==> config.mk <==
export PLATFORM = sky130hd
export DESIGN_NAME = dpt_timer
export DESIGN_NICKNAME = d
export VERILOG_FILES = /design/src/logic/dpt_pkg.sv /design/src/logic/dpt_timer.sv /design/src/logic/dpt_pin_sync.sv
export SDC_FILE = /design/constraint.sdc
export NUM_CORES = 1
export LEC_CHECK = 0
export BUFFER_PORTS_ARGS = -buffer_cell sky130_fd_sc_hd__clkbuf_2
export CORE_ASPECT_RATIO = 0.5
export CORE_UTILIZATION = 40
export DETAILED_ROUTE_END_ITERATION = 8
export PLACE_DENSITY = 0.56
export SYNTH_ARGS = -nofsm -noshare
export SYNTH_HDL_FRONTEND = slang
export SYNTH_HIERARCHICAL = 1
export SYNTH_SLANG_ARGS = --single-unit
==> constraint.sdc <==
create_clock -name clock -period 4 [get_ports clock]
set_input_delay 0 -clock clock [delete_from_list [all_inputs] [get_ports clock]]
set_output_delay 0 -clock clock [all_outputs]
set_load 0.02 [all_outputs]
==> src/logic/dpt_pkg.sv <==
// Function
// - Pulse mode: polarity 1 high width, 0 low
// - Polarity ignored in normal mode; resets 0
// - Continuous mode reloads on underflow, keeps counting
// - One-shot underflow reloads, stops, clears run bit
// - Reload value 8 bits, resets all ones
// - Reload copied only on preset or underflow
// - Readout buffered; low read in wide mode latches high byte
// - High latch freed by high read or timeout
// - Count readouts read-only, reset all ones
// - Preset loads reload; reads zero; zero ignored
// - Wide mode ignores timer 1 preset
// - Run bit starts and stops; resets zero
// - Output source select; wide uses combined underflow
// - Output enable drives signal, else steady high
// - Two-bit priority level; zero means none
// - Enable bits reset zero; t0 ignored wide
// - Underflow sets flag regardless of enable
// - Request when flag, enable, priority above mask
// - Writing one clears flag; zero ignored
// - Wide mode: only timer 1 flag sets
// - Run/stop on tick; one more decrement
// - Mode bit: two 8-bit or one 16-bit
// - Event count bit counts external input edges
package dpt_pkg;

  // Register indices; the byte address is four times the index.
  localparam logic [15:0] IDX_PRIO  = 16'hff21;
  localparam logic [15:0] IDX_EN    = 16'hff23;
  localparam logic [15:0] IDX_FLAG  = 16'hff25;
  localparam logic [15:0] IDX_GCTL  = 16'hff30;
  localparam logic [15:0] IDX_T0CTL = 16'hff31;
  localparam logic [15:0] IDX_T1CTL = 16'hff32;
  localparam logic [15:0] IDX_T0RLD = 16'hff33;
  localparam logic [15:0] IDX_T1RLD = 16'hff34;
  localparam logic [15:0] IDX_T0CNT = 16'hff35;
  localparam logic [15:0] IDX_T1CNT = 16'hff36;

  // Field positions.
  localparam int PRIO_LSB  = 2;
  localparam int EN_T0_BIT = 6;
  localparam int EN_T1_BIT = 7;
  localparam int G_WIDE    = 4;
  localparam int G_OUT_SOURCE_SELECT   = 3;
  localparam int G_OUTEN   = 2;
  localparam int C_EVENT_COUNT_SELECT   = 7;
  localparam int C_FUNCTION_SELECT   = 6;
  localparam int C_POL     = 5;
  localparam int C_PSC_LSB = 3;
  localparam int C_CONT    = 2;
  localparam int C_PRESET  = 1;
  localparam int C_RUN     = 0;

  // Reset values.
  localparam logic [7:0] RLD_RST = 8'hff;
  localparam logic [7:0] CNT_RST = 8'hff;

  // High-byte latch release time and the clock rate.
  localparam int LATCH_REL_NS = 730000;
  localparam int CLK_MHZ      = 20;
  localparam int LATCH_CYC    = (LATCH_REL_NS * CLK_MHZ + 999) / 1000;

  // Per-channel control fields.
  typedef struct packed {
    logic       event_count_select;
    logic       function_select;
    logic       pol;
    logic [1:0] psc;
    logic       cont;
  } dpt_ctl_s;

endpackage

==> src/logic/dpt_timer.sv <==
`timescale 1ns/10ps
// Dual 8-bit programmable down timer with APB register access.
module dpt_timer #(
  parameter int LATCH_CYC = dpt_pkg::LATCH_CYC
) (
  input  wire logic        clock,
  input  wire logic        rst_n,
  input  wire logic        psel,
  input  wire logic        penable,
  input  wire logic        pwrite,
  input  wire logic [17:0] paddr,
  input  wire logic [31:0] pwdata,
  output logic             pready,
  output logic [31:0]      prdata,
  output logic             pslverr,
  input  wire logic        input_port_pin,
  input  wire logic        cpu_mask_bit_lo,
  input  wire logic        cpu_mask_bit_hi,
  output logic             output_port_pin,
  output logic             irq_req,
  output logic [1:0]       irq_level
);

  // ----------------------------------------
  // Registers.
  // ----------------------------------------
  logic [1:0]       prio_r;      // Interrupt priority level.
  logic [1:0]       en_r;        // Interrupt enables, timer 1 in bit 1.
  logic [1:0]       flag_r;      // Interrupt factor flags.
  logic             wide_r;      // Combined 16-bit mode.
  logic             out_source_select_r;     // Output source select.
  logic             outen_r;     // Output enable.
  dpt_pkg::dpt_ctl_s ctl_r [2];  // Channel control fields.
  logic [1:0]       run_req_r;   // Run bits as software wrote them.
  logic [1:0]       act_r;       // Counter really running.
  logic [7:0]       rld_r [2];   // Reload values.
  logic [7:0]       cnt_r [2];   // Down counters.
  logic [7:0]       rd_r [2];    // Readout buffers.
  logic             hold_r;      // High readout latched.
  logic [15:0]      hold_cnt_r;  // Age of the high-byte latch.
  logic [5:0]       pre_r;       // Free-running prescaler.
  logic             ev_d_r;      // Last synchronised input level.
  logic             timer_out_signal_r;      // Square output toggled on underflow.
  logic             pready_r;
  logic [31:0]      prdata_r;
  logic             pslverr_r;
  logic             out_pin_r;
  logic             irq_req_r;
  logic [1:0]       irq_level_r;
  logic             ev_q;        // Synchronised external input.

  // ----------------------------------------
  // External input synchroniser.
  // ----------------------------------------
  dpt_pin_sync u_sync (
    .clock   (clock),
    .rst_n   (rst_n),
    .pin     (input_port_pin),
    .level_r (ev_q)
  );

  // ----------------------------------------
  // Address decode.
  // ----------------------------------------
  // Tells whether the bus address selects the register of a given index.
  function automatic logic hit(input logic [17:0] a, input logic [15:0] idx);
    hit = (a[1:0] == 2'h0) && (a[17:2] == idx);
  endfunction

  // Prescaler mask for a divide ratio of 1, 4, 16 or 64.
  function automatic logic [5:0] psc_mask(input logic [1:0] psc);
    case (psc)
      2'h0:    psc_mask = 6'h00;
      2'h1:    psc_mask = 6'h03;
      2'h2:    psc_mask = 6'h0f;
      default: psc_mask = 6'h3f;
    endcase
  endfunction

  wire h_prio  = hit(paddr, dpt_pkg::IDX_PRIO);
  wire h_en    = hit(paddr, dpt_pkg::IDX_EN);
  wire h_flag  = hit(paddr, dpt_pkg::IDX_FLAG);
  wire h_gctl  = hit(paddr, dpt_pkg::IDX_GCTL);
  wire h_ctl0  = hit(paddr, dpt_pkg::IDX_T0CTL);
  wire h_ctl1  = hit(paddr, dpt_pkg::IDX_T1CTL);
  wire h_rld0  = hit(paddr, dpt_pkg::IDX_T0RLD);
  wire h_rld1  = hit(paddr, dpt_pkg::IDX_T1RLD);
  wire h_cnt0  = hit(paddr, dpt_pkg::IDX_T0CNT);
  wire h_cnt1  = hit(paddr, dpt_pkg::IDX_T1CNT);
  wire h_any   = h_prio | h_en | h_flag | h_gctl | h_ctl0 | h_ctl1 | h_rld0 | h_rld1 | h_cnt0 | h_cnt1;

  // The slave inserts one wait state so that read data leave a flip-flop.
  wire acc     = psel & penable;
  wire done    = acc & pready_r;
  wire wr      = done & pwrite & h_any;
  wire rd_take = acc & ~pready_r & ~pwrite;
  wire [7:0] wd = pwdata[7:0];

  // Read value of each control register; preset always reads zero.
  wire [1:0] run_rd = run_req_r | act_r;
  wire [7:0] ctl0_rd = {ctl_r[0].event_count_select, ctl_r[0].function_select, ctl_r[0].pol, ctl_r[0].psc,
                        ctl_r[0].cont, 1'b0, run_rd[0]};
  wire [7:0] ctl1_rd = {3'h0, ctl_r[1].psc, ctl_r[1].cont, 1'b0, run_rd[1]};
  wire [7:0] rd_mux =
    h_prio ? {4'h0, prio_r, 2'h0} :
    h_en   ? {en_r, 6'h00} :
    h_flag ? {flag_r, 6'h00} :
    h_gctl ? {3'h0, wide_r, out_source_select_r, outen_r, 2'h0} :
    h_ctl0 ? ctl0_rd :
    h_ctl1 ? ctl1_rd :
    h_rld0 ? rld_r[0] :
    h_rld1 ? rld_r[1] :
    h_cnt0 ? rd_r[0] :
    h_cnt1 ? rd_r[1] : 8'h00;

  // ----------------------------------------
  // Write strobes for the self-clearing and run bits.
  // ----------------------------------------
  wire wr_ctl0  = wr & h_ctl0;
  wire wr_ctl1  = wr & h_ctl1;
  wire t0_preset    = wr_ctl0 & wd[dpt_pkg::C_PRESET];
  wire t1_preset    = wr_ctl1 & wd[dpt_pkg::C_PRESET] & ~wide_r;
  wire flag_clr0 = wr & h_flag & wd[dpt_pkg::EN_T0_BIT];
  wire flag_clr1 = wr & h_flag & wd[dpt_pkg::EN_T1_BIT];

  // ----------------------------------------
  // Count enables.
  // ----------------------------------------
  wire tick0 = (pre_r & psc_mask(ctl_r[0].psc)) == 6'h00;
  // In wide mode the high byte follows the low byte's clock.
  wire tick1 = (pre_r & psc_mask(ctl_r[1].psc)) == 6'h00;
  wire ev_edge = ctl_r[0].pol ? (ev_q & ~ev_d_r) : (~ev_q & ev_d_r);
  // Polarity gates pulse measurement and also picks the counted edge in event mode.
  wire gate_ok = ~ctl_r[0].function_select | (ev_q == ctl_r[0].pol);
  wire dec0 = ctl_r[0].event_count_select ? (run_req_r[0] & ev_edge) : (tick0 & act_r[0] & gate_ok);
  wire dec1 = tick1 & act_r[1] & ~wide_r;
  wire z0   = cnt_r[0] == 8'h00;
  wire z1   = cnt_r[1] == 8'h00;
  wire uf_w = wide_r & dec0 & z0 & z1;
  wire uf0  = ~wide_r & dec0 & z0;
  wire uf1  = ~wide_r & dec1 & z1;
  wire borrow = wide_r & dec0 & z0 & ~z1;
  wire stop0 = (uf0 | uf_w) & ~ctl_r[0].cont;
  wire stop1 = uf1 & ~ctl_r[1].cont;
  wire src_uf = wide_r ? uf_w : (out_source_select_r ? uf1 : uf0);

  // Next counter values; reload only on preset or underflow.
  wire ld0 = t0_preset | uf0 | uf_w;
  wire ld1 = (t0_preset & wide_r) | t1_preset | uf1 | uf_w;
  wire [7:0] cnt0_nxt = ld0 ? rld_r[0] : (dec0 ? cnt_r[0] - 8'h01 : cnt_r[0]);
  wire [7:0] cnt1_nxt = ld1 ? rld_r[1] : ((dec1 | borrow) ? cnt_r[1] - 8'h01 : cnt_r[1]);

  // Run bits after software writes and one-shot stops.
  wire [1:0] run_req_nxt;
  assign run_req_nxt[0] = stop0 ? 1'b0 : (wr_ctl0 ? wd[dpt_pkg::C_RUN] : run_req_r[0]);
  assign run_req_nxt[1] = (stop1 | wide_r) ? 1'b0 :
                          (wr_ctl1 ? wd[dpt_pkg::C_RUN] : run_req_r[1]);

  // The running state follows the run bit only on a counting tick, so a
  // stop lets one more decrement happen first. Event mode follows at once.
  wire [1:0] act_nxt;
  assign act_nxt[0] = stop0 ? 1'b0 :
                      ctl_r[0].event_count_select ? run_req_r[0] :
                      (tick0 ? run_req_r[0] : act_r[0]);
  assign act_nxt[1] = (stop1 | wide_r) ? 1'b0 : (tick1 ? run_req_r[1] : act_r[1]);

  // Interrupt request against the processor mask level.
  wire [1:0] cpu_mask = {cpu_mask_bit_hi, cpu_mask_bit_lo};
  wire [1:0] en_eff   = {en_r[1], en_r[0] & ~wide_r};
  wire irq_nxt = (|(flag_r & en_eff)) && (prio_r > cpu_mask);

  // High-byte latch: a low read in wide mode sets it, a high read or the
  // timeout frees it.
  wire lat_set = rd_take & h_cnt0 & wide_r;
  wire lat_clr = (rd_take & h_cnt1) | (hold_cnt_r == LATCH_CYC[15:0] - 16'h0001);

  // ----------------------------------------
  // Bus slave handshake and read data.
  // ----------------------------------------
  always_ff @(posedge clock) begin
    if (!rst_n) begin
      pready_r  <= 1'b0;
      prdata_r  <= 32'h0000_0000;
      pslverr_r <= 1'b0;
    end else begin
      pready_r  <= acc & ~pready_r;
      pslverr_r <= acc & ~pready_r & ~h_any;
      // Unmapped reads return zero, and a write clears the read data so that a
      // refused write never shows stale data beside its error flag.
      if (acc & ~pready_r) begin
        prdata_r <= {24'h00_0000, pwrite ? 8'h00 : rd_mux};
      end
    end
  end

  // ----------------------------------------
  // Configuration registers.
  // ----------------------------------------
  // Reserved bits are dropped on write and read back as zero.
  always_ff @(posedge clock) begin
    if (!rst_n) begin
      prio_r  <= 2'h0;
      en_r    <= 2'h0;
      wide_r  <= 1'b0;
      out_source_select_r <= 1'b0;
      outen_r <= 1'b0;
      rld_r[0] <= dpt_pkg::RLD_RST;
      rld_r[1] <= dpt_pkg::RLD_RST;
    end else begin
      if (wr & h_prio) begin
        prio_r <= wd[dpt_pkg::PRIO_LSB +: 2];
      end
      if (wr & h_en) begin
        en_r <= {wd[dpt_pkg::EN_T1_BIT], wd[dpt_pkg::EN_T0_BIT]};
      end
      if (wr & h_gctl) begin
        wide_r  <= wd[dpt_pkg::G_WIDE];
        out_source_select_r <= wd[dpt_pkg::G_OUT_SOURCE_SELECT];
        outen_r <= wd[dpt_pkg::G_OUTEN];
      end
      if (wr & h_rld0) begin
        rld_r[0] <= wd;
      end
      if (wr & h_rld1) begin
        rld_r[1] <= wd;
      end
    end
  end

  // ----------------------------------------
  // Channel control fields, one per channel.
  // ----------------------------------------
  generate
    for (genvar i = 0; i < 2; i++) begin : g_ctl
      wire wr_this = (i == 0) ? wr_ctl0 : wr_ctl1;
      always_ff @(posedge clock) begin
        if (!rst_n) begin
          ctl_r[i] <= '0;
        end else if (wr_this) begin
          // Timer 1 has no input-related fields.
          ctl_r[i].event_count_select <= (i == 0) ? wd[dpt_pkg::C_EVENT_COUNT_SELECT] : 1'b0;
          ctl_r[i].function_select <= (i == 0) ? wd[dpt_pkg::C_FUNCTION_SELECT] : 1'b0;
          ctl_r[i].pol   <= (i == 0) ? wd[dpt_pkg::C_POL] : 1'b0;
          ctl_r[i].psc   <= wd[dpt_pkg::C_PSC_LSB +: 2];
          ctl_r[i].cont  <= wd[dpt_pkg::C_CONT];
        end
      end
    end
  endgenerate

  // ----------------------------------------
  // Counters, run state and prescaler.
  // ----------------------------------------
  // The prescaler runs free and is shared by both channels, so a run write
  // waits up to two divided periods before the counter moves. That saves a
  // divider per channel at the cost of a start latency software must allow.
  always_ff @(posedge clock) begin
    if (!rst_n) begin
      cnt_r[0]  <= dpt_pkg::CNT_RST;
      cnt_r[1]  <= dpt_pkg::CNT_RST;
      run_req_r <= 2'h0;
      act_r     <= 2'h0;
      pre_r     <= 6'h00;
      ev_d_r    <= 1'b0;
    end else begin
      cnt_r[0]  <= cnt0_nxt;
      cnt_r[1]  <= cnt1_nxt;
      run_req_r <= run_req_nxt;
      act_r     <= act_nxt;
      pre_r     <= pre_r + 6'h01;
      ev_d_r    <= ev_q;
    end
  end

  // ----------------------------------------
  // Interrupt factor flags; a new underflow wins over a clear.
  // ----------------------------------------
  // A clear that lands in the cycle of an underflow loses, so software never
  // misses an event that arrived while it acknowledged the previous one.
  always_ff @(posedge clock) begin
    if (!rst_n) begin
      flag_r <= 2'h0;
    end else begin
      flag_r[0] <= uf0 | (flag_r[0] & ~flag_clr0);
      flag_r[1] <= uf1 | uf_w | (flag_r[1] & ~flag_clr1);
    end
  end

  // ----------------------------------------
  // Readout buffers and the high-byte latch.
  // ----------------------------------------
  // The latch age counter only runs while the latch is held, so an idle
  // block keeps it still.
  always_ff @(posedge clock) begin
    if (!rst_n) begin
      rd_r[0]    <= dpt_pkg::CNT_RST;
      rd_r[1]    <= dpt_pkg::CNT_RST;
      hold_r     <= 1'b0;
      hold_cnt_r <= 16'h0000;
    end else begin
      rd_r[0] <= cnt_r[0];
      // Freezing the high byte keeps a borrow from tearing a 16-bit read.
      if (!(hold_r || lat_set)) begin
        rd_r[1] <= cnt_r[1];
      end
      if (lat_set) begin
        hold_r     <= 1'b1;
        hold_cnt_r <= 16'h0000;
      end else if (hold_r && lat_clr) begin
        hold_r     <= 1'b0;
        hold_cnt_r <= 16'h0000;
      end else if (hold_r) begin
        hold_cnt_r <= hold_cnt_r + 16'h0001;
      end
    end
  end

  // ----------------------------------------
  // Square output and interrupt outputs.
  // ----------------------------------------
  // Every output leaves a flip-flop, so the pins see no decode glitches.
  always_ff @(posedge clock) begin
    if (!rst_n) begin
      timer_out_signal_r      <= 1'b0;
      out_pin_r   <= 1'b1;
      irq_req_r   <= 1'b0;
      irq_level_r <= 2'h0;
    end else begin
      timer_out_signal_r      <= timer_out_signal_r ^ src_uf;
      // Disabled output rests high, so no glitch reaches the pin here.
      out_pin_r   <= outen_r ? timer_out_signal_r : 1'b1;
      irq_req_r   <= irq_nxt;
      irq_level_r <= prio_r;
    end
  end

  assign pready          = pready_r;
  assign prdata          = prdata_r;
  assign pslverr         = pslverr_r;
  assign output_port_pin = out_pin_r;
  assign irq_req         = irq_req_r;
  assign irq_level       = irq_level_r;

endmodule // dpt_timer

==> src/logic/dpt_pin_sync.sv <==
`timescale 1ns/10ps
// Brings a pin into the clock domain; a change counts once stages two and
// three agree, which rejects a single-cycle disagreement.
module dpt_pin_sync (
  input  wire logic clock,
  input  wire logic rst_n,
  input  wire logic pin,
  output logic      level_r
);

  logic s1_r; // First stage; only the second stage reads it.
  logic s2_r; // Second stage.
  logic s3_r; // Third stage.

  // ----------------------------------------
  // Three-stage chain with agreement filter.
  // ----------------------------------------
  always_ff @(posedge clock) begin
    if (!rst_n) begin
      s1_r    <= 1'b0;
      s2_r    <= 1'b0;
      s3_r    <= 1'b0;
      level_r <= 1'b0;
    end else begin
      s1_r <= pin;
      s2_r <= s1_r;
      s3_r <= s2_r;
      if (s2_r == s3_r) begin
        level_r <= s3_r;
      end
    end
  end

endmodule // dpt_pin_sync

# Word-level counts from Yosys, hierarchy flattened

Memories as Yosys holds them, arrays and structs flattened.
Cells that the tools add are included.

$add $sub $neg: 4
Multipliers: 0
Divide/modulo/power cells: 0
Order comparisons: 1
Eq/ne operators: 17
Shift-type cells: 0
Mux-type cells: 58
Bitwise operators: 100
Reductions and logical operators: 27

Operator list:

| cell                  | count |
|---|---|
| $mux 8                | 21 |
| $eq 16x16->1 const B  | 10 |
| $and 1x1->1           | 44 |
| $or 1x1->1            | 38 |
| $pmux 6 s3            | 2 |
| $mux 1                | 33 |
| $add 16x1->16 const B | 1 |
| $eq 16x14->1 const B  | 1 |
| $logic_not 8->1       | 2 |
| $sub 8x1->8 const B   | 2 |
| $not 1->1             | 13 |
| $and 6x6->6           | 2 |
| $logic_and 1x1->1     | 12 |
| $logic_not 6->1       | 2 |
| $add 6x1->6 const B   | 1 |
| $logic_not 2->1       | 3 |
| $reduce_or 2->1       | 3 |
| $eq 2x1->1 const B    | 2 |
| $eq 2x2->1 const B    | 2 |
| $mux 2                | 2 |
| $reduce_bool 2->1     | 2 |
| $reduce_or 3->1       | 1 |
| $and 2x2->2           | 1 |
| $eq 1x1->1            | 2 |
| 5 further kinds       | 5 |

Flip-flop bits (word level): 56
Bits in latches: 0
Bits in writable memories: 60
ROM bits: 0
Output and inout port bits: 38
Memories: 4

Memory list:

| name  | depth | width | read ports | clocked after memory_dff | write ports | RTL line        | source |
|---|---|---|---|---|---|---|---|
| cnt_r | 2     | 8     | 2          | 0                        | 2           | dpt_timer.sv:37 | `logic [7:0] cnt_r [2];` |
| rd_r  | 2     | 8     | 2          | 0                        | 2           | dpt_timer.sv:38 | `logic [7:0] rd_r [2];` |
| rld_r | 2     | 8     | 2          | 0                        | 2           | dpt_timer.sv:36 | `logic [7:0] rld_r [2];` |
| ctl_r | 2     | 6     | 2          | 0                        | 2           | dpt_timer.sv:33 | `dpt_pkg::dpt_ctl_s ctl_r [2];` |

# Depth between registers and ports, before layout

Word-level depth: 20
Mapped depth: 9
Mapped depth without buffers: 8

# Modules after synthesis

The synthesis kept the hierarchy.

Modules (own cells, without submodules):

| module       | times used | cells an instance | area each (µm²) |
|---|---|---|---|
| dpt_timer    | 1          | 609               | 5,580.4 |
| dpt_pin_sync | 1          | 10                | 116.4 |

# Worst setup path after synthesis

No wires, ideal clock.

Path kind: register to register
From: memory cnt_r[0][2]
To: memory cnt_r[1][5], in the netlist cnt_r[0][13]
Setup time: 0.074 ns
Data arrival time: 2.374 ns
Required time: 3.926 ns
Path slack: 1.552 ns
Stages on the path, launching flop included: 8
Period minus slack after synthesis: 2.448 ns
Cells stage by stage: dfxtp_1 or3_1 or2_1 or3_1 clkbuf_2 o41a_1 or4b_1 a31oi_1

RTL lines:

| what               | RTL line |
|---|---|
| start: declaration | dpt_timer.sv:37 |

==> results.toml <==
[outcome]
status = "complete, no violations"

[sta]
hold_viol = 0
worst_slew_pin_slew_ps = 719
finalCritPeriodShare = 0.727
finalSetupViolations = 0
max_freq_ghz = 0.344
drv_slew = 0
tns_ps = 0
skew_ps = 13.6
slew_headroom = 0.518
rsz0062_at_grt = "false"
post-route-min-period_ps = 2910

[synth]
syn_area_per_cell_sq_um = 9.20
yosysMostFrequentCell = "dfxtp_1"
yosys_warnings = 6
async_reset_ff_frac = 0
synth-seq-cells = 113
synth_top_area_frac = 0.253
post_synth_num_cell_types = 70
synth_cells = 619
synth_area_sq_um = 5700
synth_top_flop_cell = "dfxtp_1"
ys_top_cells_by_area = "dfxtp_1 25%, edfxtp_1 22%, nand2_1 4.2%, buf_4 3.3%, nor2_1 3.3%"
synth_edf_count = 41
seq_area_frac_synth = 0.469
synth_common_cells = "72 x dfxtp_1, 64 x nand2_1, 50 x nor2_1"
yosys.area.top_type = "dfxtp_1"

[floorplanning]
row_count = 30
die_area_sq_um = 14800
die_y_um = 86.4
core_sq_um = 13700
die_w_um = 171
ios = 96
initial_core_util = 0.415

[setup_path]
crit_type = "reg2reg"
start_kind = "flop"
worstPathMaxFanout = 14
required_ps = 4340
crit_path_end_kind = "flop"
arrival_ps = 3250

[clock_network]
cts.path.max_buffers = 2
path_clk_slew_ps = 60
cts_sinks = 113
clock_tree.root_cell = "clkbuf_16"
htree_levels = 4
cts_made_buffers = 17
cts_tree = "built"
insertion_delay_ps = 420
ctsResizeCount = 0

[power]
p_per_area_nw_per_um2 = 433
p_leak_uw = 0.00251
ir_drop_uv = 326

[placed_design]
dpl_cell_area_sq_um = 6080
port-buffer-count = 47
routabilityCongestion = 0.941
hpwl_mm = 11.1

[grt]
grt-ovfl-total = 0
grt_usage = 0.224
grt_pass1_wl_mm = 24.4
grt_pass1_vias = 4446
grt_max_degree = 56
grt_antenna_before_repair = 0

[detailed_routing]
ant_nets = 0
vias_per_cell = 5.43
drc = 0
routedWlPerCell_um = 17.4
via_count = 4854
drtIter0Drc = 490
first_pass_iters = 5
drt-total-wl_mm = 15.6

[layout]
diodes = 0
finalInstanceArea_sq_um = 6840
drive_gt1_frac = 0.141
nNetsFinal = 753
syn_to_final_growth_pct = 20.0

[min_path]
hold_class = "in2reg"

[run]
max_cap_violations = 0
flip-flops by register name (all words and copies together), names as in the netlist, 2 cells and up:
signal / flops
prio_r: 2
cnt_r: 16
run_req_r: 2
rd_r: 16
hold_cnt_r: 16
act_r: 2
irq_level: 2
flag_r: 2
en_r: 2
ctl_r: 9
prdata: 8
rld_r: 16
pre_r: 6
where the power goes:
| group | switching (uW) | leakage [uW] | internal (uW) | total, uW |
|---|---|---|---|---|
| Combinational | 98.1 | 0.00129 | 46.6 | 145 |
| Clock | 579 | 0.000310 | 1030 | 1610 |
| Sequential | 8.39 | 0.000908 | 1200 | 1200 |
cells by family after synthesis:
kind of cell	after synthesis	synth area share
flops	113	0.469
xor+xnor	27	0.0415
fa+ha+maj	6	0.0132
buf+inv	72	0.0644
simple gates	272	0.253
other cells	2	0.00132
compound gates	118	0.142
mux	9	0.0163
per-layer routing:
layer,wire [um],vias to the layer above,GRT usage
li1,-,2313,-
met1,7450,2317,0.312
met2,6620,209,0.339
met3,1300,15,0.0616
met4,197,0,0.0663
met5,0,-,0
cells in the final DEF, fill, tap and decap left out, drive strengths merged, types with 4 or more instances in the layout:
master,synthesis,final
nand4,6,6
buf,30,11
xnor2,13,13
dlygate4sd3,0,13
o31ai,4,4
clkbuf,20,68
a32oi,4,4
and2,16,16
nor2b,10,10
or3,14,14
ha,6,6
nand2b,28,28
inv,22,26
nand3,15,15
and3,9,9
dfxtp,72,72
nor4,10,10
o211ai,7,7
o21ai,27,27
mux2i,7,7
nor2,50,50
a22oi,5,5
nor4b,4,4
edfxtp,41,41
o41ai,5,5
a31oi,11,11
a22o,5,5
clkinv,0,4
nand2,64,64
nor3,20,20
conb,2,32
a21oi,20,20
or2,4,4
xor2,14,14
what timing repair did:
item,CTS,global route
endpoints found under the hold margin,22,0
setup buffers,0,0
hold buffers,13,0
critical path, stage by stage, from the launching register on:
cell	delay (ps)
dfxtp_1	340
or3_1	410
or2_1	250
or3_1	460
o41a_1	670
or4b_1	540
a31oi_1	170
path summary, 6_finish.rpt:
| kind | startpoint | to | slack, ps | depth (start not counted) |
|---|---|---|---|---|
| max | cnt_r[0][2]$_SDFFE_PN1P_ | cnt_r[0][15]$_SDFFE_PN1P_ | 1090 | 6 |
| min | psel | prdata[0]$_SDFFE_PN0P_ | 140 | 5 |
| max reg2reg | cnt_r[0][2]$_SDFFE_PN1P_ | cnt_r[0][15]$_SDFFE_PN1P_ | 1090 | 6 |
| min reg2reg | u_sync/s1_r$_SDFF_PN0_ | u_sync/s2_r$_SDFF_PN0_ | 440 | 1 |
final cells by class:
| type | count | area, sq um |
|---|---|---|
| clock buffer | 21 | 504 |
| clock inverter | 11 | 118 |
| fill | 1333 | 6900 |
| inverter | 22 | 82.6 |
| multi-input combinational | 464 | 2770 |
| sequential | 113 | 2670 |
| tap | 192 | 240 |
| timing repair buffer | 71 | 448 |
through the flow:
stage	hold slack [ps]	total power, uW	worst slack [ps]	utilization	std cells
after detailed placement	208	1360	1120	0.443	849
final	143	2960	1090	0.498	894
after floorplan	122	1330	1550	-	649
after CTS	137	2960	1100	0.498	894
after global placement	217	1360	1160	0.443	849
after global routing	165	3040	982	0.498	894
(Power assumes the default switching activity.)
